### src/hw/ots_map.vh
// Constants for the optical time slot sequencer: slot count, field widths,
// timer clock choices, bias and ambient mode encodings, phase times.
// Assumes a 100 MHz core clock; phase times are counted in whole microseconds.
`ifndef OTS_MAP_VH
`define OTS_MAP_VH

// ====================================================================
// Clock and time base
`define OTS_CLK_PERIOD_NS 10
`define OTS_NS_PER_US 1000
`define OTS_US_CYCLES (`OTS_NS_PER_US / `OTS_CLK_PERIOD_NS)
`define OTS_US_CNT_W 7
`define OTS_PRE_DEFAULT_US 8'h08
`define OTS_COARSE_US 8'h30

// ====================================================================
// Slots and per-slot field widths
`define OTS_NUM_SLOTS 12
`define OTS_IDX_W 4
`define OTS_IDX_NONE 4'hF
`define OTS_IDX_FIRST 4'h0
`define OTS_IDX_LAST 4'hB
`define OTS_TIME_W 8
`define OTS_LED_W 7
`define OTS_ROUTE_W 3
`define OTS_BIAS_W 3
`define OTS_AMB_W 9
`define OTS_AMODE_W 2
`define OTS_CHAN_W 3

// ====================================================================
// Timer clock source select
`define OTS_SRC_INT_A 3'h0
`define OTS_SRC_EXT_960K 3'h1
`define OTS_SRC_INT_B 3'h2
`define OTS_SRC_EXT_32M 3'h3
`define OTS_SRC_PIN 3'h4
`define OTS_DIV32_MAX 5'h1F

// ====================================================================
// Input bias selections (idle and precondition)
`define OTS_BIAS_FLOAT 3'h0
`define OTS_BIAS_SENSOR 3'h1
`define OTS_BIAS_REF 3'h2
`define OTS_BIAS_AMP_IN 3'h3
`define OTS_BIAS_SHORT 3'h4
`define OTS_BIAS_NONE 3'h7

// ====================================================================
// Readout channel numbers, 0 means not connected
`define OTS_CH_NONE 3'h0
`define OTS_CH_1 3'h1
`define OTS_CH_2 3'h2
`define OTS_CH_3 3'h3
`define OTS_CH_4 3'h4

// ====================================================================
// Ambient cancellation modes
`define OTS_AMB_COARSE 2'h0
`define OTS_AMB_FINE 2'h1
`define OTS_AMB_HOST 2'h2

// ====================================================================
// Slot phases seen by the input routers
`define OTS_PH_IDLE 2'h0
`define OTS_PH_PRECON 2'h1
`define OTS_PH_SAMPLE 2'h2

`endif

### src/hw/ots_timer_sel.v
// Timer tick selector: picks one of the slow clock tick sources.
// Assumes every tick input is a one-cycle pulse synchronous to i_core_clk.
`include "ots_map.vh"

module ots_timer_sel (
    // Clock and reset
    input wire i_core_clk,
    input wire i_rst,
    input wire i_ce,
    // Selection
    input wire [2:0] i_clock_source_select,
    input wire i_timer_pin_clock_choice,
    // Tick sources
    input wire i_int_960k_tick,
    input wire i_ext_960k_tick,
    input wire i_ext_32m_tick,
    input wire i_ext_32k_tick,
    // Selected timer tick
    output reg o_tick
);

    reg [4:0] div_cnt;
    wire div_tick;

    // ====================================================================
    // Divide external 32 MHz by 32 to give 1 MHz
    assign div_tick = i_ext_32m_tick && (div_cnt == `OTS_DIV32_MAX);

    always @(posedge i_core_clk or posedge i_rst) begin
        if (i_rst) begin
            div_cnt <= 5'h0;
        end else if (i_ce && i_ext_32m_tick) begin
            div_cnt <= div_cnt + 5'h1;
        end
    end

    // ====================================================================
    // Source choice
    always @* begin
        case (i_clock_source_select)
            `OTS_SRC_INT_A: o_tick = i_int_960k_tick; // see RULE_04
            `OTS_SRC_EXT_960K: o_tick = i_ext_960k_tick; // see RULE_04
            `OTS_SRC_INT_B: o_tick = i_int_960k_tick; // see RULE_04
            `OTS_SRC_EXT_32M: o_tick = div_tick; // see RULE_04
            `OTS_SRC_PIN: o_tick = i_timer_pin_clock_choice ? i_ext_960k_tick : i_ext_32k_tick; // see RULE_04
            default: o_tick = i_int_960k_tick;
        endcase
    end

endmodule

### src/hw/ots_pair_route.v
// Input pair router: maps one input pair to readout channels and picks
// the bias each input sees in idle, precondition and sampling.
// Assumes the sequencer presents the current slot's fields and phase.
`include "ots_map.vh"

module ots_pair_route (
    // Global pair settings
    input wire i_differential,
    input wire [`OTS_BIAS_W-1:0] i_idle_state,
    // Current slot settings
    input wire [`OTS_ROUTE_W-1:0] i_route,
    input wire [`OTS_BIAS_W-1:0] i_precon,
    input wire [1:0] i_phase,
    // Per input results
    output reg [`OTS_CHAN_W-1:0] o_chan_a,
    output reg [`OTS_CHAN_W-1:0] o_chan_b,
    output reg [`OTS_BIAS_W-1:0] o_bias_a,
    output reg [`OTS_BIAS_W-1:0] o_bias_b,
    output reg o_swap
);

    wire enabled;
    wire active;

    assign enabled = i_route[2];
    assign active = enabled && (i_phase != `OTS_PH_IDLE); // see RULE_10

    always @* begin
        o_chan_a = `OTS_CH_NONE;
        o_chan_b = `OTS_CH_NONE;
        o_swap = 1'b0;
        // Channels are only connected in the sampling phase
        if (active && i_phase == `OTS_PH_SAMPLE) begin // see RULE_07
            if (i_differential) begin // see RULE_06
                // Pair only ever lands on channel 1 or 2
                o_chan_a = i_route[0] ? `OTS_CH_2 : `OTS_CH_1; // see RULE_08
                o_chan_b = o_chan_a;
                o_swap = i_route[1];
            end else begin
                case (i_route[1:0])
                    2'h0: begin
                        o_chan_a = `OTS_CH_1;
                        o_chan_b = `OTS_CH_2;
                    end
                    2'h1: begin
                        o_chan_a = `OTS_CH_2;
                        o_chan_b = `OTS_CH_1;
                    end
                    2'h2: begin
                        o_chan_a = `OTS_CH_3;
                        o_chan_b = `OTS_CH_4;
                    end
                    default: begin
                        o_chan_a = `OTS_CH_4;
                        o_chan_b = `OTS_CH_3;
                    end
                endcase
            end
        end
        if (!active) begin
            o_bias_a = i_idle_state; // see RULE_09
            o_bias_b = i_idle_state;
        end else if (i_phase == `OTS_PH_PRECON) begin
            o_bias_a = i_precon; // see RULE_11
            o_bias_b = i_precon;
        end else begin
            o_bias_a = `OTS_BIAS_NONE; // see RULE_13
            o_bias_b = `OTS_BIAS_NONE;
        end
    end

endmodule

### src/hw/ots_sequencer.v
// Optical time slot sequencer: runs up to twelve slots per sampling period,
// drives LED enables, input routing, bias and ambient cancellation control.
// Assumes configuration ports are held stable by host logic and all tick and
// strobe inputs are one-cycle pulses synchronous to i_core_clk.
//
// Function
// RULE_01: Twelve configurable slots, A through L.
// RULE_02: Each enabled slot runs once per period.
// RULE_03: Period counter counts timer clock ticks.
// RULE_04: Source select picks the timer clock.
// RULE_05: Two LED drivers per slot, 7-bit codes.
// RULE_06: Global bit makes each pair differential.
// RULE_07: Per-slot routing enables pair, picks channels.
// RULE_08: Differential only to channels one and two.
// RULE_09: Disabled or idle inputs take idle state.
// RULE_10: Inputs active only in precondition and pulse; the code also keeps them active in the coarse ambient window.
// RULE_11: Per-slot precondition bias selection.
// RULE_12: Slot opens with precondition, default 8 us.
// RULE_13: Bias disconnected while input is sampled.
// RULE_14: Per-slot ambient mode: coarse, fine, host.
// RULE_15: Coarse modes measure ambient for 48 us.
// RULE_16: Acquisition starts only after coarse baseline.
// RULE_17: Coarse-only holds code for the slot.
// RULE_18: Fine mode updates code after dark samples.
// RULE_19: Host mode uses host code, no tuning.
// RULE_20: Ambient code subtracted at chain front.
// RULE_21: Host ambient codes are 9-bit fields.
// RULE_22: Fine loop only in digital integration.
// RULE_23: Slots run A to L, then sleep.
`include "ots_map.vh"

module ots_sequencer #(
    parameter PERIOD_W = 16,
    parameter NSLOT = `OTS_NUM_SLOTS // see RULE_01
) (
    // Clock, reset, enable
    input wire i_core_clk,
    input wire i_rst,
    input wire i_ce,
    // Timer clock sources and choice
    input wire [2:0] i_clock_source_select,
    input wire i_timer_pin_clock_choice,
    input wire i_int_960k_tick,
    input wire i_ext_960k_tick,
    input wire i_ext_32m_tick,
    input wire i_ext_32k_tick,
    // Global settings
    input wire [PERIOD_W-1:0] i_slot_period,
    input wire i_inputs_one_two_differential,
    input wire i_inputs_three_four_differential,
    input wire [`OTS_BIAS_W-1:0] i_idle_state_first_pair,
    input wire [`OTS_BIAS_W-1:0] i_idle_state_second_pair,
    // Per-slot settings, slot A in the low bits
    input wire [NSLOT-1:0] i_slot_enable,
    input wire [NSLOT*2-1:0] i_slot_led_enable,
    input wire [NSLOT*`OTS_LED_W-1:0] i_slot_led_code_one,
    input wire [NSLOT*`OTS_LED_W-1:0] i_slot_led_code_two,
    input wire [NSLOT*`OTS_ROUTE_W-1:0] i_slot_route_first_pair,
    input wire [NSLOT*`OTS_ROUTE_W-1:0] i_slot_route_second_pair,
    input wire [NSLOT*`OTS_BIAS_W-1:0] i_slot_precondition_select,
    input wire [NSLOT*`OTS_TIME_W-1:0] i_slot_precon_width,
    input wire [NSLOT*`OTS_TIME_W-1:0] i_slot_pulse_width,
    input wire [NSLOT*`OTS_AMODE_W-1:0] i_slot_ambient_mode,
    input wire [NSLOT-1:0] i_slot_digital_integration,
    input wire [NSLOT*`OTS_AMB_W-1:0] i_host_ambient_code_channel_one,
    input wire [NSLOT*`OTS_AMB_W-1:0] i_host_ambient_code_channel_two,
    // Receiver feedback
    input wire [`OTS_AMB_W-1:0] i_amb_measured_ch1,
    input wire [`OTS_AMB_W-1:0] i_amb_measured_ch2,
    input wire i_dark_sample_done,
    // Sequencer status
    output reg [`OTS_IDX_W-1:0] o_slot_index,
    output wire o_slot_busy,
    output wire o_period_start,
    output wire o_acquire,
    output wire o_amb_measure,
    // LED drive
    output reg [1:0] o_led_enable,
    output reg [`OTS_LED_W-1:0] o_led_code_one,
    output reg [`OTS_LED_W-1:0] o_led_code_two,
    // Input switch matrix
    output wire [`OTS_CHAN_W-1:0] o_in1_chan,
    output wire [`OTS_CHAN_W-1:0] o_in2_chan,
    output wire [`OTS_CHAN_W-1:0] o_in3_chan,
    output wire [`OTS_CHAN_W-1:0] o_in4_chan,
    output wire [`OTS_BIAS_W-1:0] o_in1_bias,
    output wire [`OTS_BIAS_W-1:0] o_in2_bias,
    output wire [`OTS_BIAS_W-1:0] o_in3_bias,
    output wire [`OTS_BIAS_W-1:0] o_in4_bias,
    output wire o_first_pair_swap,
    output wire o_second_pair_swap,
    // Ambient cancellation DACs
    output reg [`OTS_AMB_W-1:0] o_amb_code_ch1,
    output reg [`OTS_AMB_W-1:0] o_amb_code_ch2,
    output wire o_amb_subtract
);

    // ====================================================================
    // State encoding
    localparam ST_SLEEP = 3'h0;
    localparam ST_PICK = 3'h1;
    localparam ST_PRECON = 3'h2;
    localparam ST_COARSE = 3'h3;
    localparam ST_PULSE = 3'h4;

    reg [2:0] state;
    reg [2:0] next_state;
    reg [PERIOD_W-1:0] period_cnt;
    reg [`OTS_US_CNT_W-1:0] us_cnt;
    reg [`OTS_TIME_W-1:0] phase_cnt;
    reg [`OTS_TIME_W-1:0] next_phase_cnt;
    reg [`OTS_IDX_W-1:0] next_index;
    reg [`OTS_IDX_W-1:0] search_from;
    reg [`OTS_IDX_W-1:0] found;
    reg [1:0] phase;
    reg start_pending;
    wire timer_tick;
    wire us_tick;
    wire period_hit;
    wire phase_end;

    // Current slot fields
    wire [`OTS_TIME_W-1:0] cur_pre;
    wire [`OTS_TIME_W-1:0] cur_pulse;
    wire [`OTS_TIME_W-1:0] pre_len;
    wire [`OTS_TIME_W-1:0] pulse_len;
    wire [`OTS_AMODE_W-1:0] cur_mode;
    wire cur_coarse;
    wire cur_fine;

    // ====================================================================
    // Timer tick and period counter
    ots_timer_sel u_timer_sel (
        .i_core_clk(i_core_clk),
        .i_rst(i_rst),
        .i_ce(i_ce),
        .i_clock_source_select(i_clock_source_select),
        .i_timer_pin_clock_choice(i_timer_pin_clock_choice),
        .i_int_960k_tick(i_int_960k_tick),
        .i_ext_960k_tick(i_ext_960k_tick),
        .i_ext_32m_tick(i_ext_32m_tick),
        .i_ext_32k_tick(i_ext_32k_tick),
        .o_tick(timer_tick)
    );

    // A period of zero stops sampling
    assign period_hit = timer_tick && (i_slot_period != {PERIOD_W{1'b0}}) &&
        (period_cnt >= i_slot_period - {{(PERIOD_W-1){1'b0}}, 1'b1}); // see RULE_03
    assign o_period_start = i_ce && period_hit;

    always @(posedge i_core_clk or posedge i_rst) begin
        if (i_rst) begin
            period_cnt <= {PERIOD_W{1'b0}};
        end else if (i_ce && timer_tick) begin
            if (period_hit) begin
                period_cnt <= {PERIOD_W{1'b0}};
            end else begin
                period_cnt <= period_cnt + {{(PERIOD_W-1){1'b0}}, 1'b1}; // see RULE_03
            end
        end
    end

    // ====================================================================
    // Microsecond tick from the core clock
    assign us_tick = (us_cnt == `OTS_US_CYCLES - 1);

    always @(posedge i_core_clk or posedge i_rst) begin
        if (i_rst) begin
            us_cnt <= {`OTS_US_CNT_W{1'b0}};
        end else if (i_ce) begin
            if (us_tick || state == ST_PICK) begin
                us_cnt <= {`OTS_US_CNT_W{1'b0}};
            end else begin
                us_cnt <= us_cnt + {{(`OTS_US_CNT_W-1){1'b0}}, 1'b1};
            end
        end
    end

    // ====================================================================
    // Slot field selection
    assign cur_pre = i_slot_precon_width[o_slot_index*`OTS_TIME_W +: `OTS_TIME_W];
    assign cur_pulse = i_slot_pulse_width[o_slot_index*`OTS_TIME_W +: `OTS_TIME_W];
    // Zero width falls back to the default precondition time
    assign pre_len = (cur_pre == {`OTS_TIME_W{1'b0}}) ? `OTS_PRE_DEFAULT_US : cur_pre; // see RULE_12
    assign pulse_len = (cur_pulse == {`OTS_TIME_W{1'b0}}) ? 8'h01 : cur_pulse;
    assign cur_mode = i_slot_ambient_mode[o_slot_index*`OTS_AMODE_W +: `OTS_AMODE_W];
    assign cur_coarse = (cur_mode != `OTS_AMB_HOST); // see RULE_14
    assign cur_fine = (cur_mode == `OTS_AMB_FINE) && i_slot_digital_integration[o_slot_index]; // see RULE_22

    // ====================================================================
    // Next enabled slot at or after search_from
    always @* begin : find_slot
        integer k;
        found = `OTS_IDX_NONE;
        for (k = NSLOT - 1; k >= 0; k = k - 1) begin
            if (i_slot_enable[k] && k >= search_from) begin
                found = k[`OTS_IDX_W-1:0]; // see RULE_23
            end
        end
    end

    always @* begin
        if (state == ST_SLEEP || o_slot_index == `OTS_IDX_LAST) begin
            search_from = (state == ST_SLEEP) ? `OTS_IDX_FIRST : `OTS_IDX_NONE;
        end else begin
            search_from = o_slot_index + 4'h1;
        end
    end

    // ====================================================================
    // Slot state machine
    assign phase_end = us_tick && (phase_cnt == 8'h01);

    always @* begin
        next_state = state;
        next_phase_cnt = phase_cnt;
        next_index = o_slot_index;
        case (state)
            ST_SLEEP: begin
                // Sleep until the period expires
                if (period_hit || start_pending) begin // see RULE_02
                    next_state = ST_PICK;
                    next_index = found;
                end
            end
            ST_PICK: begin
                if (o_slot_index == `OTS_IDX_NONE) begin
                    next_state = ST_SLEEP;
                    next_index = `OTS_IDX_FIRST;
                end else begin
                    next_state = ST_PRECON; // see RULE_12
                    next_phase_cnt = pre_len;
                end
            end
            ST_PRECON: begin
                if (phase_end) begin
                    if (cur_coarse) begin
                        next_state = ST_COARSE; // see RULE_15
                        next_phase_cnt = `OTS_COARSE_US;
                    end else begin
                        next_state = ST_PULSE; // see RULE_19
                        next_phase_cnt = pulse_len;
                    end
                end else if (us_tick) begin
                    next_phase_cnt = phase_cnt - 8'h01;
                end
            end
            ST_COARSE: begin
                if (phase_end) begin
                    next_state = ST_PULSE; // see RULE_16
                    next_phase_cnt = pulse_len;
                end else if (us_tick) begin
                    next_phase_cnt = phase_cnt - 8'h01;
                end
            end
            ST_PULSE: begin
                if (phase_end) begin
                    next_state = ST_PICK; // see RULE_23
                    next_index = found;
                end else if (us_tick) begin
                    next_phase_cnt = phase_cnt - 8'h01;
                end
            end
            default: begin
                next_state = ST_SLEEP;
                next_index = `OTS_IDX_FIRST;
            end
        endcase
    end

    always @(posedge i_core_clk or posedge i_rst) begin
        if (i_rst) begin
            state <= ST_SLEEP;
            phase_cnt <= {`OTS_TIME_W{1'b0}};
            o_slot_index <= `OTS_IDX_FIRST;
            start_pending <= 1'b0;
        end else if (i_ce) begin
            state <= next_state;
            phase_cnt <= next_phase_cnt;
            o_slot_index <= next_index;
            // A period boundary during a running sequence starts the next one late
            if (period_hit && state != ST_SLEEP) begin
                start_pending <= 1'b1;
            end else if (state == ST_SLEEP) begin
                start_pending <= 1'b0;
            end
        end
    end

    assign o_slot_busy = (state != ST_SLEEP);
    assign o_amb_measure = (state == ST_COARSE); // see RULE_15
    assign o_acquire = (state == ST_PULSE); // see RULE_16
    assign o_amb_subtract = (state == ST_PULSE); // see RULE_20

    // ====================================================================
    // Phase seen by the input routers
    always @* begin
        case (state)
            ST_PRECON: phase = `OTS_PH_PRECON;
            ST_COARSE: phase = `OTS_PH_SAMPLE;
            ST_PULSE: phase = `OTS_PH_SAMPLE;
            default: phase = `OTS_PH_IDLE; // see RULE_10
        endcase
    end

    ots_pair_route u_route_first (
        .i_differential(i_inputs_one_two_differential),
        .i_idle_state(i_idle_state_first_pair),
        .i_route(i_slot_route_first_pair[o_slot_index*`OTS_ROUTE_W +: `OTS_ROUTE_W]),
        .i_precon(i_slot_precondition_select[o_slot_index*`OTS_BIAS_W +: `OTS_BIAS_W]),
        .i_phase(phase),
        .o_chan_a(o_in1_chan),
        .o_chan_b(o_in2_chan),
        .o_bias_a(o_in1_bias),
        .o_bias_b(o_in2_bias),
        .o_swap(o_first_pair_swap)
    );

    ots_pair_route u_route_second (
        .i_differential(i_inputs_three_four_differential),
        .i_idle_state(i_idle_state_second_pair),
        .i_route(i_slot_route_second_pair[o_slot_index*`OTS_ROUTE_W +: `OTS_ROUTE_W]),
        .i_precon(i_slot_precondition_select[o_slot_index*`OTS_BIAS_W +: `OTS_BIAS_W]),
        .i_phase(phase),
        .o_chan_a(o_in3_chan),
        .o_chan_b(o_in4_chan),
        .o_bias_a(o_in3_bias),
        .o_bias_b(o_in4_bias),
        .o_swap(o_second_pair_swap)
    );

    // ====================================================================
    // LED drive, only inside the pulse region
    always @(posedge i_core_clk or posedge i_rst) begin
        if (i_rst) begin
            o_led_enable <= 2'h0;
            o_led_code_one <= {`OTS_LED_W{1'b0}};
            o_led_code_two <= {`OTS_LED_W{1'b0}};
        end else if (i_ce) begin
            if (next_state == ST_PULSE) begin
                o_led_enable <= i_slot_led_enable[next_index*2 +: 2]; // see RULE_05
                o_led_code_one <= i_slot_led_code_one[next_index*`OTS_LED_W +: `OTS_LED_W];
                o_led_code_two <= i_slot_led_code_two[next_index*`OTS_LED_W +: `OTS_LED_W];
            end else begin
                o_led_enable <= 2'h0;
            end
        end
    end

    // ====================================================================
    // Ambient DAC codes
    always @(posedge i_core_clk or posedge i_rst) begin
        if (i_rst) begin
            o_amb_code_ch1 <= {`OTS_AMB_W{1'b0}};
            o_amb_code_ch2 <= {`OTS_AMB_W{1'b0}};
        end else if (i_ce) begin
            if (state == ST_PICK && !cur_coarse && o_slot_index != `OTS_IDX_NONE) begin
                // Host supplies the correction directly
                o_amb_code_ch1 <= i_host_ambient_code_channel_one[o_slot_index*`OTS_AMB_W +: `OTS_AMB_W]; // see RULE_21
                o_amb_code_ch2 <= i_host_ambient_code_channel_two[o_slot_index*`OTS_AMB_W +: `OTS_AMB_W]; // see RULE_19
            end else if (state == ST_COARSE && phase_end) begin
                // Coarse baseline taken at the end of the measure window
                o_amb_code_ch1 <= i_amb_measured_ch1; // see RULE_15
                o_amb_code_ch2 <= i_amb_measured_ch2;
            end else if (state == ST_PULSE && cur_fine && i_dark_sample_done) begin
                o_amb_code_ch1 <= i_amb_measured_ch1; // see RULE_18
                o_amb_code_ch2 <= i_amb_measured_ch2;
            end
            // Coarse-only slots keep the baseline unchanged; see RULE_17
        end
    end

endmodule

### config.mk
export PLATFORM = sky130hd
export DESIGN_NAME = ots_sequencer
export DESIGN_NICKNAME = d
export VERILOG_FILES = /design/src/hw/ots_timer_sel.v /design/src/hw/ots_pair_route.v /design/src/hw/ots_sequencer.v
export VERILOG_INCLUDE_DIRS = /design/src /design/src/hw
export SDC_FILE = /design/constraint.sdc
export NUM_CORES = 1
export LEC_CHECK = 0
export BUFFER_PORTS_ARGS = -buffer_cell sky130_fd_sc_hd__buf_4
export CORE_AREA = 2 2 342 344
export DETAILED_ROUTE_END_ITERATION = 10
export DIE_AREA = 0 0 344 346
export PLACE_DENSITY = 0.41
export SYNTH_ARGS = -nofsm -noshare
export SYNTH_HDL_FRONTEND = slang
export SYNTH_SLANG_ARGS = --single-unit
export TNS_END_PERCENT = 20
### constraint.sdc
create_clock -name i_core_clk -period 4.5 [get_ports i_core_clk]
set_input_delay 0.45 -clock i_core_clk [delete_from_list [all_inputs] [get_ports i_core_clk]]
set_output_delay 0.45 -clock i_core_clk [all_outputs]
set_load 0.01 [all_outputs]
# ---- Word-level counts from Yosys, hierarchy flattened
# Index checks and enable logic that the tools add are counted.
dict set report classes {
  shift 11
  magnitude_cmp 14
  reduce_logical 51
  n_mux 71
  n_eq_ne 24
  addsub 6
  n_mul 3
}
# operator n
set ops {}
lappend ops {{108-bit by 9-bit variable part select with 9-bit output} 2}
lappend ops {{96-bit by 8-bit variable part select with 8-bit output} 2}
lappend ops {{84-bit by 8-bit variable part select with 7-bit output} 2}
lappend ops {{36-bit by 7-bit variable part select with 3-bit output} 3}
lappend ops {{4-bit two-way mux} 16}
lappend ops {{8-bit two-way mux} 8}
lappend ops {{9-bit two-way mux} 6}
lappend ops {{3-bit two-way mux} 17}
lappend ops {{24-bit by 6-bit variable part select with 2-bit output} 2}
lappend ops {{3-bit one-hot mux with 3 select lines} 4}
lappend ops {{8-bit one-hot mux with 4 select lines} 1}
lappend ops {{1-bit logical AND} 30}
lappend ops {{16-bit by 1-bit adder with 16-bit output (second input constant)} 1}
lappend ops {{16-bit greater-or-equal comparator} 1}
lappend ops {{3-bit by 4-bit greater-or-equal comparator with 1-bit output (first input constant)} 4}
lappend ops {{4-bit greater-or-equal comparator (first input constant)} 4}
lappend ops {{8-bit zero test} 2}
lappend ops {{16-bit two-way mux} 1}
lappend ops {{4-bit one-hot mux with 4 select lines} 1}
lappend ops {{16-bit nonzero test} 1}
lappend ops {{16-bit by 1-bit subtractor with 16-bit output (second input constant)} 1}
lappend ops {{3-bit one-hot mux with 5 select lines} 1}
lappend ops {{3-bit by 2-bit equality test with 1-bit output (second input constant)} 3}
lappend ops {{3-bit equality test (second input constant)} 3}
lappend ops {{35 further kinds} 64}
dict set report totals {
  in_bits 810
  register_bits 78
  elab_cells 192
  output_inout_bits 69
}

# ---- Logic depth before layout (Yosys ltp)
# Gate-level depths: netlist of run 1.
dict set report logic_depth {
  word_depth 21
  mapped_depth 19
  ltp_nobuf 17
}

# ---- Modules after synthesis
# Synthesis of run 1 repeated with hierarchy kept, for this count alone.
dict set report unflattened {
  cells_unflattened 1172
  hier_area_um2 11644.9
}
# mod seq_area_each_um2 cells_per_inst instances area_each_um2
set by_module_without_submodules {}
lappend by_module_without_submodules {ots_sequencer 1826.8 1071 1 10831.6}
lappend by_module_without_submodules {ots_pair_route 0.0 37 2 266.5}
lappend by_module_without_submodules {ots_timer_sel 125.1 27 1 280.3}

# ---- Worst setup path before layout of run 1
# OpenSTA, ideal clock, no wires.
dict set report synth_path {
  path_kind {input -> register}
  startpoint {input port i_slot_period[2]}
  endpoint {register o_led_code_one[0]}
  setup_slack_ps -175
  stages 17
  required_ps 4380
  path_buffers 1
  arrival_ps 4555
  setup_ps 120
  path_cell_list {nor3_1 nand2b_1 nor4_1 nand2_1 nor4b_1 xnor2_1 ha_1 a21oi_1 o21ai_0 o311ai_4 o21bai_2 o31ai_4 o2bb2ai_2 buf_2 mux2_2 a221o_1 a31o_1}
}
dict set report synth_between {
  elab_chain_len 8
}
# item line
set synth_lines {}
lappend synth_lines {{start, declared} ots_sequencer.v:48} ;# input wire [PERIOD_W-1:0] i_slot_period,
lappend synth_lines {{16-bit by 1-bit subtractor with 16-bit output or 16-bit nonzero test (tied branches)} {ots_sequencer.v:148, ots_sequencer.v:147}}
lappend synth_lines {{16-bit greater-or-equal comparator or 1-bit logical AND (tied branches)} {ots_sequencer.v:148, ots_sequencer.v:147}}
lappend synth_lines {{1-bit logical AND (*)} ots_sequencer.v:147} ;# assign period_hit = timer_tick && (i_slot_period != {PERIOD_W{1'b0}}) &&
lappend synth_lines {{1-bit logical OR (*)} ots_sequencer.v:221} ;# if (period_hit || start_pending) begin
lappend synth_lines {{4-bit two-way mux or 3-bit two-way mux (tied branches)} ots_sequencer.v:221}
lappend synth_lines {{4-bit one-hot mux with 4 select lines or 3-bit one-hot mux with 5 select lines (tied branches)} ots_sequencer.v:218} ;# case (state)
lappend synth_lines {{4-bit by 3-bit multiplier with 7-bit output (no source line) or 3-bit equality test (tied branches)} n/a}
lappend synth_lines {{84-bit by 8-bit variable part select with 7-bit output or 2-bit AND reduction (tied branches)} n/a}
lappend synth_lines {{end signal, assigned} ots_sequencer.v:337} ;# o_led_code_one <= {`OTS_LED_W{1'b0}};
lappend synth_lines {{end signal, assigned} ots_sequencer.v:342} ;# o_led_code_one <= i_slot_led_code_one[next_index*`OTS_LED_W +: `OTS_LED_W];
lappend synth_lines {{end, declared} ots_sequencer.v:79} ;# output reg [`OTS_LED_W-1:0] o_led_code_one,
# Every way passes the cells marked *; elsewhere a longest branch is shown, timed or not.
# A chain may end at the register's enable or synchronous reset.

# ---- Worst setup path after layout of run 1
dict set report layout_path {
  startpoint {input port i_slot_period[0]}
  endpoint {register o_led_code_two[2]}
}
dict set report layout_between {
  elab_chain_len 8
}
# item line
set layout_lines {}
lappend layout_lines {{16-bit by 1-bit subtractor with 16-bit output or 16-bit nonzero test (tied branches)} {ots_sequencer.v:148, ots_sequencer.v:147}}
lappend layout_lines {{16-bit greater-or-equal comparator or 1-bit logical AND (tied branches)} {ots_sequencer.v:148, ots_sequencer.v:147}}
lappend layout_lines {{1-bit logical AND (*)} ots_sequencer.v:147}
lappend layout_lines {{1-bit logical OR (*)} ots_sequencer.v:221}
lappend layout_lines {{4-bit two-way mux or 3-bit two-way mux (tied branches)} ots_sequencer.v:221}
lappend layout_lines {{4-bit one-hot mux with 4 select lines or 3-bit one-hot mux with 5 select lines (tied branches)} ots_sequencer.v:218}
lappend layout_lines {{4-bit by 3-bit multiplier with 7-bit output (no source line) or 3-bit equality test (tied branches)} n/a}
lappend layout_lines {{84-bit by 8-bit variable part select with 7-bit output or 2-bit AND reduction (tied branches)} n/a}
lappend layout_lines {{end signal, assigned} ots_sequencer.v:338} ;# o_led_code_two <= {`OTS_LED_W{1'b0}};
lappend layout_lines {{end signal, assigned} ots_sequencer.v:343} ;# o_led_code_two <= i_slot_led_code_two[next_index*`OTS_LED_W +: `OTS_LED_W];
lappend layout_lines {{end, declared} ots_sequencer.v:80} ;# output reg [`OTS_LED_W-1:0] o_led_code_two,
# Marked as above.

==> results of run 1 <==
## critical path: cells and delay by family
family          cells  cell delay (ns)
xor+xnor            1             0.13
mux                 1             0.33
fa+ha+maj           1             0.30
buf+inv             4             0.63
simple gates        5             0.82
compound gates      8             2.05
## cells by family after synthesis
group | Yosys count | synth area share (%)
AND/OR/NAND/NOR | 407 | 16.7
buffers and inverters | 139 | 6.26
XOR/XNOR | 38 | 2.86
multiplexers | 257 | 37.4
AO/OA/AOI/OAI | 277 | 16.4
flip-flops | 78 | 16.7
adder cells (fa/ha/maj) | 34 | 3.65
## stage by stage
stage / total power, W / worst slack, ns / hold WS, ns / util (%) / std cells
2_1_floorplan: 0.00610 / 0.00866 / 0.434 / - / 1230
3_3_place_gp: 0.00936 / -0.474 / 0.456 / 17.8 / 3625
3_5_place_dp: 0.00935 / -0.633 / 0.455 / 17.8 / 3625
4_1_cts: 0.0102 / 0.00973 / 0.188 / 18.0 / 3641
5_1_grt: 0.0110 / -0.140 / 0.202 / 18.2 / 3654
6_report: 0.0102 / 0.0236 / 0.153 / 18.2 / 3654
## cell type report
class,count,area share [%]
inverter,36,0.654
sequential,78,9.34
clock inverter,5,0.190
clock buffer,11,1.15
antenna,6,0.0714
multi-input combinational,1014,43.5
timing repair buffer,980,36.0
tap,1524,9.06
## sequential cells by signal (all words and copies together), names as in the netlist
register	count
period_cnt	16
o_amb_code_ch1	9
o_amb_code_ch2	9
phase_cnt	8
o_led_code_one	7
o_led_code_two	7
us_cnt	7
u_timer_sel.div_cnt	5
o_slot_index	4
state	3
o_led_enable	2
start_pending	1
## cells in the mapped netlist (16+ instances only)
library cell	number	area [sq um]
nand2_1	176	661
mux4_2	138	3110
o21ai_0	79	395
dfrtp_1	78	1950
mux2i_1	75	751
nor2_1	70	263
nand3_1	55	275
a21oi_1	47	235
mux2_2	44	495
clkbuf_1	36	135
inv_1	35	131
ha_1	34	425
buf_2	31	155
buf_4	20	150
xor2_1	20	175
a31oi_1	19	119
and2_1	18	113
xnor2_1	18	158
o211ai_1	16	120
## layer usage
layer / GRT usage [%] / share of wire [%] / wire [um] / up-vias
met4: 4.16 / 2.5 / 2050 / 12
met3: 2.59 / 6.1 / 4950 / 69
met2: 21.6 / 48 / 39000 / 581
li1: - / - / - / 6545
met1: 17.1 / 44 / 35500 / 6914
met5: 0 / 0.081 / 66 / -
## worst paths after layout
path	startpoint	to	depth (start not counted)	slack, ns
worst max-delay path	i_slot_period[0]	o_led_code_two[2]	20	0.02
worst max register to register	o_slot_index[0]	phase_cnt[0]	10	0.49
max in group asynchronous	i_rst	o_amb_code_ch1[5]	3	3.27
worst min register to register	u_timer_sel.div_cnt[3]	u_timer_sel.div_cnt[3]	1	0.47
worst min-delay path	i_rst	o_led_code_one[4]	2	0.15
min in group i_core_clk	i_amb_measured_ch2[5]	o_amb_code_ch2[5]	3	0.36
## power breakdown
part / switching (W) / total, W / internal [W]
clock: 0.000397 / 0.000795 / 0.000397
combinational: 0.00427 / 0.00814 / 0.00387
sequential: 0.000302 / 0.00127 / 0.000967
total: 0.00496 / 0.0102 / 0.00523
## timing repair
| action | CTS | global route |
|---|---|---|
| pin swaps | 0 | 15 |
| buffers inserted | 0 | 4 |
| resized for setup | 2 | 29 |
| gates cloned | 0 | 3 |
| setup endpoints to repair | 16 | 16 |
==> reports/metrics.cfg, run 1 <==
[global_routing]
grt-ovfl-total = 0
grt_pass1_wl_um = 111000
grt_max_degree = 90
grt_pass1_vias = 15000
antenna_found_initial = 18
grt.total_usage_pct = 13.1

[layout]
regArea_sq_um = 1960
multiInputGateArea_sq_um = 9160
filler_cell_count = 13100
syn_to_final_growth_pct = 80.5
final_common_cell = buf_4
mostFrequentLayoutCells = 959 x buf_4, 174 x nand2_1, 138 x mux4_2, 78 x o21ai_0, 75 x mux2i_1
stdcell_area_sq_um = 21000
drive_gt1_share_pct = 57.6
nets = 2963

[run_status]
status = complete, no violations

[detailed_routing]
vias_per_cell = 3.86
routedWlPerCell_um = 22.3
drt_wl_total_um = 81600
ant_nets = 0
drc = 0
drtIter0Drc = 1046
drtPass1Iterations = 5
vias = 14100

[synth]
synth_nets = 2074
synth_cell_types = 85
avgSynthCellArea_sq_um = 9.48
synth_top_flop_cell = dfrtp_1
synth_edf_count = 0
synth.yosys.warnings = 0
async_reset_ff_share_pct = 100
netlist_area_sq_um = 11700
ys_ff_latch = 78
ys_seq_area_share_pct = 16.7
synthCells = 1230

[sta]
worst_slew_pin_slew_ns = 1.14
finalCritPeriodShare_pct = 99.5
fin_crit_ns = 4.48
finalHoldViolations = 0
drv_slew = 0
rsz0062_at_grt = true
maxSlewHeadroom_pct = 23.1
tns_ns = 0
fmax_mhz = 223
setup_violations = 0
finClkSkew_ns = 0.0172

[setup_path]
critPathRequiredTime_ns = 4.78
worstPathMaxFanout = 6
critPathLaunchType = input port
path_cells = buf_6 > nor3_2 > buf_4 > nand2b_4 > nor4_4 > nand2_2 > buf_6 > xor2_1 > ha_1 > a41o_1 > a21oi_2 > nand2_2 > o311ai_4 > o21bai_4 > o31ai_4 > o2bb2ai_4 > clkbuf_16 > mux2_2 > a221o_1 > a31o_1
cp_slowest_cell = o31ai_4
max_stage_delay_ns = 0.41
path_class = input port to flop
cp.arrival_ns = 4.75
end_kind = flop

[min_path]
hold_class = input port to async pin

[floorplan]
rows = 125
core-area_sq_um = 115000
die_y_um = 346
die_width_um = 344
start_util_pct = 10.1
die_area_sq_um = 119000
ios = 879

[clocking]
insertion_delay_ns = 0.39
cts_hold_buf = 0
cts_sinks = 78
cts.path.max_buffers = 2
clk_pin_slew_worst_paths_ns = 0.08
numCtsBuffers = 9
tritoncts = done
root_buffer = clkbuf_16
h-tree-depth = 3

[flow_run]
cap_viol_max_count = 0

[place]
place_congestion = 0.885
io_buffers = 878
post_dp_cell_area_sq_um = 20500
dp_hpwl_um = 70700

[power]
ir_drop_v = 0.000549
p_per_area_nw_per_um2 = 485
power_leakage_nw = 9.46

No activity file was read; power rests on OpenSTA's default activity.
==> inputs of run 2 (changes only) <==
- BUFFER_PORTS_ARGS: -buffer_cell sky130_fd_sc_hd__buf_4 -> -buffer_cell sky130_fd_sc_hd__buf_2
- CTS_BUF_LIST: not set -> sky130_fd_sc_hd__clkbuf_4 sky130_fd_sc_hd__clkbuf_8
==> reports/metrics.cfg, run 2 (same netlist as run 1, synthesis figures left out) <==
[detailed_routing]
ant_nets = 0  ; unchanged
drc = 0  ; unchanged
routedWlPerCell_um = 21.8  ; was 22.3 um
drtIter0Drc = 776  ; was 1046
drt_wl_total_um = 79800  ; was 81600 um
drtPass1Iterations = 5  ; unchanged
vias = 14200  ; was 14100
vias_per_cell = 3.88  ; was 3.86

[setup_path]
worstPathMaxFanout = 8  ; was 6
end_kind = flop  ; unchanged
path_class = input port to flop  ; unchanged
cp.arrival_ns = 4.75  ; about the same
r2r_start = o_slot_index[0]  ; unchanged
critPathRequiredTime_ns = 4.85  ; was 4.78 ns
cp-startpoint = i_slot_period[0]  ; unchanged
critPathLaunchType = input port  ; unchanged

[sta]
finClkSkew_ns = 0.0300  ; was 0.0172 ns
hold_slack_ns = 0.0910  ; was 0.153 ns
maxSlewHeadroom_pct = 37.3  ; was 23.1%
finalCritPeriodShare_pct = 97.9  ; was 99.5%
finalHoldViolations = 0  ; unchanged
drv_slew = 0  ; unchanged
worst_slew_pin_slew_ns = 0.930  ; was 1.14 ns
setup_violations = 0  ; unchanged
fmax_mhz = 227  ; was 223 MHz
fin_crit_ns = 4.40  ; was 4.48 ns

[power]
ir_drop_v = 0.000459  ; was 0.000549 V
p_per_area_nw_per_um2 = 519  ; was 485 nW/um^2
finalPower_w = 0.00979  ; was 0.0102 W
power_leakage_nw = 8.69  ; was 9.46 nW

[flow_run]
cap_viol_max_count = 0  ; unchanged

[min_path]
hold_class = input port to async pin  ; unchanged

[floorplan]
die_width_um = 344  ; unchanged
die_area_sq_um = 119000  ; unchanged
start_util_pct = 10.1  ; unchanged
die_y_um = 346  ; unchanged
core-area_sq_um = 115000  ; unchanged
rows = 125  ; unchanged
ios = 879  ; unchanged

[clocking]
h-tree-depth = 3  ; unchanged
cts.path.max_buffers = 2  ; unchanged
cts_sinks = 78  ; unchanged
insertion_delay_ns = 0.44  ; was 0.39 ns
tritoncts = done  ; unchanged
numCtsBuffers = 9  ; unchanged
clk_pin_slew_worst_paths_ns = 0.13  ; was 0.08 ns
root_buffer = clkbuf_8  ; was clkbuf_16
cts_hold_buf = 0  ; unchanged

[global_routing]
grt_pass1_vias = 14700  ; was 15000
grt_pass1_wl_um = 109000  ; was 111000 um
grt-ovfl-total = 0  ; unchanged
grt.total_usage_pct = 12.7  ; was 13.1%
grt_max_degree = 71  ; was 90
antenna_found_initial = 33  ; was 18

[layout]
reg.largest.list = period_cnt (16), o_amb_code_ch1 (9), o_amb_code_ch2 (9)  ; unchanged
nets = 2967  ; was 2963
stdcell_area_sq_um = 18900  ; was 21000 sq um
syn_to_final_growth_pct = 61.8  ; was 80.5%
mostFrequentLayoutCells = 877 x buf_2, 174 x nand2_1, 138 x mux4_2, 83 x buf_4, 77 x o21ai_0  ; was 959 x buf_4, 174 x nand2_1, 138 x mux4_2, 78 x o21ai_0, 75 x mux2i_1
regMostFlops = period_cnt  ; unchanged
fin_util_pct = 16.3  ; was 18.2%
filler_cell_count = 13300  ; was 13100
largest_reg_flops = 16  ; unchanged
drive_gt1_share_pct = 57.8  ; was 57.6%
final_common_cell = buf_2  ; was buf_4

[place]
io_buffers = 878  ; unchanged
post_dp_cell_area_sq_um = 18300  ; was 20500 sq um
place_congestion = 0.889  ; was 0.885
dp_hpwl_um = 68700  ; was 70700 um

[run_status]
status = complete, no violations  ; unchanged

==> run 2: cell types whose count changed in the layout (fill, tap and decap cells not counted), sizes merged <==
cell / before / now
clkinvlp: 0 / 2
diode: 6 / 15
clkinv: 2 / 1
bufinv: 0 / 2
buf: 978 / 981
inv: 39 / 37
o2bb2ai: 4 / 3
clkbuf: 13 / 14
==> run 2: cell type report <==
type	instances	area, sq um	area share, %
antenna	15	37.5	0.199
clock buffer	10	131	0.697
inverter	36	138	0.730
sequential	78	1960	10.4
multi-input combinational	1013	9120	48.4
timing repair buffer	985	5460	29.0
clock inverter	6	95.1	0.504
tap	1524	1910	10.1
==> run 2: per-stage QoR <==
step,std cells,setup slack (ns),setup TNS (ns)
2_1_floorplan,1230,0.00866,0
3_3_place_gp,3624,-0.493,-7.33
3_5_place_dp,3624,-0.569,-8.58
4_1_cts,3640,0.0694,0
5_1_grt,3660,-0.0246,-0.183
6_report,3667,0.0967,0
==> run 2: what timing repair did <==
action	CTS	global route
cloned	0	4
pin swaps	0	19
setup endpoints to repair	10	16
setup buffers	0	8
gates resized for setup	1	26
==> run 2: worst max-delay path, cell delays in order <==
cell and delay (ns):
buf_6 0.09, nor3_2 0.16, buf_4 0.14, nand2b_4 0.05, buf_6 0.12, nor4_4 0.29
nand2_2 0.13, buf_6 0.14, xor2_2 0.14, ha_1 0.32, a41o_1 0.23, a21oi_2 0.15
nand2_2 0.10, o311ai_4 0.39, o21bai_4 0.13, o31ai_4 0.34, o2bb2ai_4 0.16, buf_12 0.17
clkbuf_16 0.17, mux2_2 0.33, a221o_1 0.34, a31o_1 0.18
==> run 2: final timing paths <==
| path | end | slack (ns) | cells after the start |
|---|---|---|---|
| setup / recovery | o_led_code_two[3] | 0.1 | 22 |
| hold / removal | u_timer_sel.div_cnt[4] | 0.09 | 2 |
| max in group asynchronous | o_amb_code_ch2[8] | 3.30 | 3 |
| setup reg to reg | o_led_code_one[6] | 0.45 | 15 |
| min in group i_core_clk | o_amb_code_ch2[6] | 0.32 | 3 |
| hold reg to reg | u_timer_sel.div_cnt[3] | 0.47 | 1 |
==> run 2: per-layer routing <==
layer  vias to the layer above  share of wire (%)  global-route usage (%)
met1                      6941                 43                    16.8
li1                       6563                  -                       -
met5                         -              0.086                       0
met2                       653                 48                    21.4
met4                        12                2.0                    2.79
met3                        67                6.5                    2.22
==> run 2: power breakdown <==
group | total, W | leakage [nW] | switching, W | internal [W]
sequential | 0.00128 | 0.993 | 0.000314 | 0.000964
clock | 0.000713 | 0.108 | 0.000389 | 0.000324
combinational | 0.00780 | 7.59 | 0.00424 | 0.00356
total | 0.00979 | 8.69 | 0.00494 | 0.00485
==> inputs of run 3 (changes only) <==
- CTS_BUF_LIST: sky130_fd_sc_hd__clkbuf_4 sky130_fd_sc_hd__clkbuf_8 -> not set
==> reports/metrics.cfg, run 3 (same netlist as run 1, synthesis figures left out) <==
[clocking]
cts_sinks = 78  ; unchanged
tritoncts = done  ; unchanged
clk_pin_slew_worst_paths_ns = 0.08  ; was 0.13 ns
cts_hold_buf = 0  ; unchanged
root_buffer = clkbuf_16  ; was clkbuf_8
numCtsBuffers = 9  ; unchanged
insertion_delay_ns = 0.39  ; was 0.44 ns
cts.path.max_buffers = 2  ; unchanged
h-tree-depth = 3  ; unchanged

[place]
post_dp_cell_area_sq_um = 18300  ; unchanged
io_buffers = 878  ; unchanged
dp_hpwl_um = 68700  ; unchanged
place_congestion = 0.889  ; unchanged
dpl.cell_count = 3624  ; unchanged

[detailed_routing]
routedWlPerCell_um = 21.8  ; about the same
drtPass1Iterations = 5  ; unchanged
ant_nets = 0  ; unchanged
drtIter0Drc = 861  ; was 776
drt_wl_total_um = 79900  ; was 79800 um
vias_per_cell = 3.90  ; was 3.88
drc = 0  ; unchanged
vias = 14300  ; was 14200

[run_status]
status = complete, no violations  ; unchanged

[flow_run]
cap_viol_max_count = 0  ; unchanged

[setup_path]
critPathRequiredTime_ns = 4.77  ; was 4.85 ns
end_kind = flop  ; unchanged
path_class = input port to flop  ; unchanged
cp.arrival_ns = 4.74  ; was 4.75 ns
critPathLaunchType = input port  ; unchanged
worstPathMaxFanout = 8  ; unchanged
r2r_start = o_slot_index[0]  ; unchanged
cp-startpoint = i_slot_period[0]  ; unchanged

[layout]
regArea_sq_um = 1960  ; unchanged
syn_to_final_growth_pct = 63.2  ; was 61.8%
multiInputGateArea_sq_um = 9190  ; was 9120 sq um
fin_cells = 3663  ; was 3667
reg.largest.list = period_cnt (16), o_amb_code_ch1 (9), o_amb_code_ch2 (9)  ; unchanged
fin_util_pct = 16.5  ; was 16.3%
drive_gt1_share_pct = 58.0  ; was 57.8%
regMostFlops = period_cnt  ; unchanged
largest_reg_flops = 16  ; unchanged
filler_cell_count = 13300  ; about the same
final_common_cell = buf_2  ; unchanged
nets = 2968  ; was 2967
mostFrequentLayoutCells = 876 x buf_2, 174 x nand2_1, 138 x mux4_2, 84 x buf_4, 77 x o21ai_0  ; was 877 x buf_2, 174 x nand2_1, 138 x mux4_2, 83 x buf_4, 77 x o21ai_0
stdcell_area_sq_um = 19000  ; was 18900 sq um

[sta]
fin_crit_ns = 4.47  ; was 4.40 ns
finalHoldViolations = 0  ; unchanged
worst_slew_pin_slew_ns = 0.934  ; was 0.930 ns
fmax_mhz = 224  ; was 227 MHz
finalCritPeriodShare_pct = 99.3  ; was 97.9%
maxSlewHeadroom_pct = 37.1  ; was 37.3%
finClkSkew_ns = 0.0184  ; was 0.0300 ns
setup_violations = 0  ; unchanged
drv_slew = 0  ; unchanged
rsz0062_at_grt = true

[power]
combPwrFrac_pct = 78.3  ; was 79.7%
finalPower_w = 0.0100  ; was 0.00979 W
seqPwrFrac_pct = 12.7  ; was 13.1%
p_per_area_nw_per_um2 = 528  ; was 519 nW/um^2
power_leakage_nw = 8.81  ; was 8.69 nW
ir_drop_v = 0.000458  ; was 0.000459 V
p_sw_share_pct = 49.6  ; was 50.5%
intPower_w = 0.00506  ; was 0.00485 W
p_sw_w = 0.00498  ; was 0.00494 W
power_frac_clock_pct = 8.9  ; was 7.3%

[floorplan]
ios = 879  ; unchanged
die_width_um = 344  ; unchanged
start_util_pct = 10.1  ; unchanged
core-area_sq_um = 115000  ; unchanged
die_area_sq_um = 119000  ; unchanged
die_y_um = 346  ; unchanged
rows = 125  ; unchanged

[global_routing]
grt_max_degree = 71  ; unchanged
antenna_found_initial = 32  ; was 33
grt_pass1_wl_um = 109000  ; about the same
grt_pass1_vias = 14700  ; about the same
grt.total_usage_pct = 12.7  ; about the same
grt-ovfl-total = 0  ; unchanged

[min_path]
hold_class = input port to async pin  ; unchanged

run 3: cell types whose count changed in the layout (fill, tap and decap cells not counted), sizes merged:
cell	change
diode	-5
buf	+1
run 3: cell type report:
type                            count  area share (%)
Multi-Input combinational cell   1013            48.3
Timing Repair Buffer              986            28.8
Sequential cell                    78            10.3
Tap cell                         1524            10.0
Clock buffer                       10            1.20
Inverter                           36           0.723
Clock inverter                      6           0.500
Antenna cell                       10           0.132
run 3: final timing paths:
path / to / slack, ns / depth (start not counted)
max in group asynchronous: o_amb_code_ch2[8] / 3.24 / 3
min in group i_core_clk: o_amb_code_ch2[6] / 0.37 / 3
max: o_led_code_one[6] / 0.03 / 22
min reg2reg: u_timer_sel.div_cnt[3] / 0.47 / 1
min: u_timer_sel.div_cnt[4] / 0.15 / 2
max reg2reg: o_led_code_two[4] / 0.45 / 12
run 3: stage by stage:
step / worst slack [ns] / hold slack, ns / setup TNS, ns
2_1_floorplan: 0.00866 / 0.434 / 0
3_3_place_gp: -0.493 / 0.455 / -7.33
3_5_place_dp: -0.569 / 0.455 / -8.58
4_1_cts: 0.0732 / 0.171 / 0
5_1_grt: -0.100 / 0.184 / -1.06
6_report: 0.0328 / 0.154 / 0
run 3: critical path, stage by stage:
cell,delay [ns]
buf_6,0.09
nor3_2,0.16
buf_4,0.14
nand2b_4,0.05
buf_6,0.12
nor4_4,0.29
nand2_2,0.13
buf_6,0.14
xor2_2,0.14
ha_1,0.32
a41o_1,0.23
a21oi_2,0.15
nand2_2,0.10
o311ai_4,0.41
o21bai_4,0.13
o31ai_4,0.34
o2bb2ai_4,0.16
buf_12,0.17
buf_8,0.13
mux2_4,0.30
a221o_1,0.38
a31o_1,0.20
run 3: timing repair:
item | 4_1_cts | 5_1_grt
buffers inserted | 0 | 9
pin swaps | 0 | 26
endpoints found under the setup margin | 16 | 16
cloned | 0 | 4
resized for setup | 2 | 44
run 3: routing by layer:
layer	track usage, %	part of all wire, %
met5	0	0.086
met4	2.71	2.0
met1	16.9	44
met3	2.22	5.9
met2	21.4	48
run 3: power by group through the flow:
stage	clock (W)	sequential [W]	combinational (W)
after floorplan	0	0.00122	0.00489
after global placement	0	0.00130	0.00768
after detailed placement	0	0.00130	0.00769
after CTS	0.000972	0.00129	0.00772
after global routing	0.000987	0.00132	0.00861
final	0.000899	0.00128	0.00787
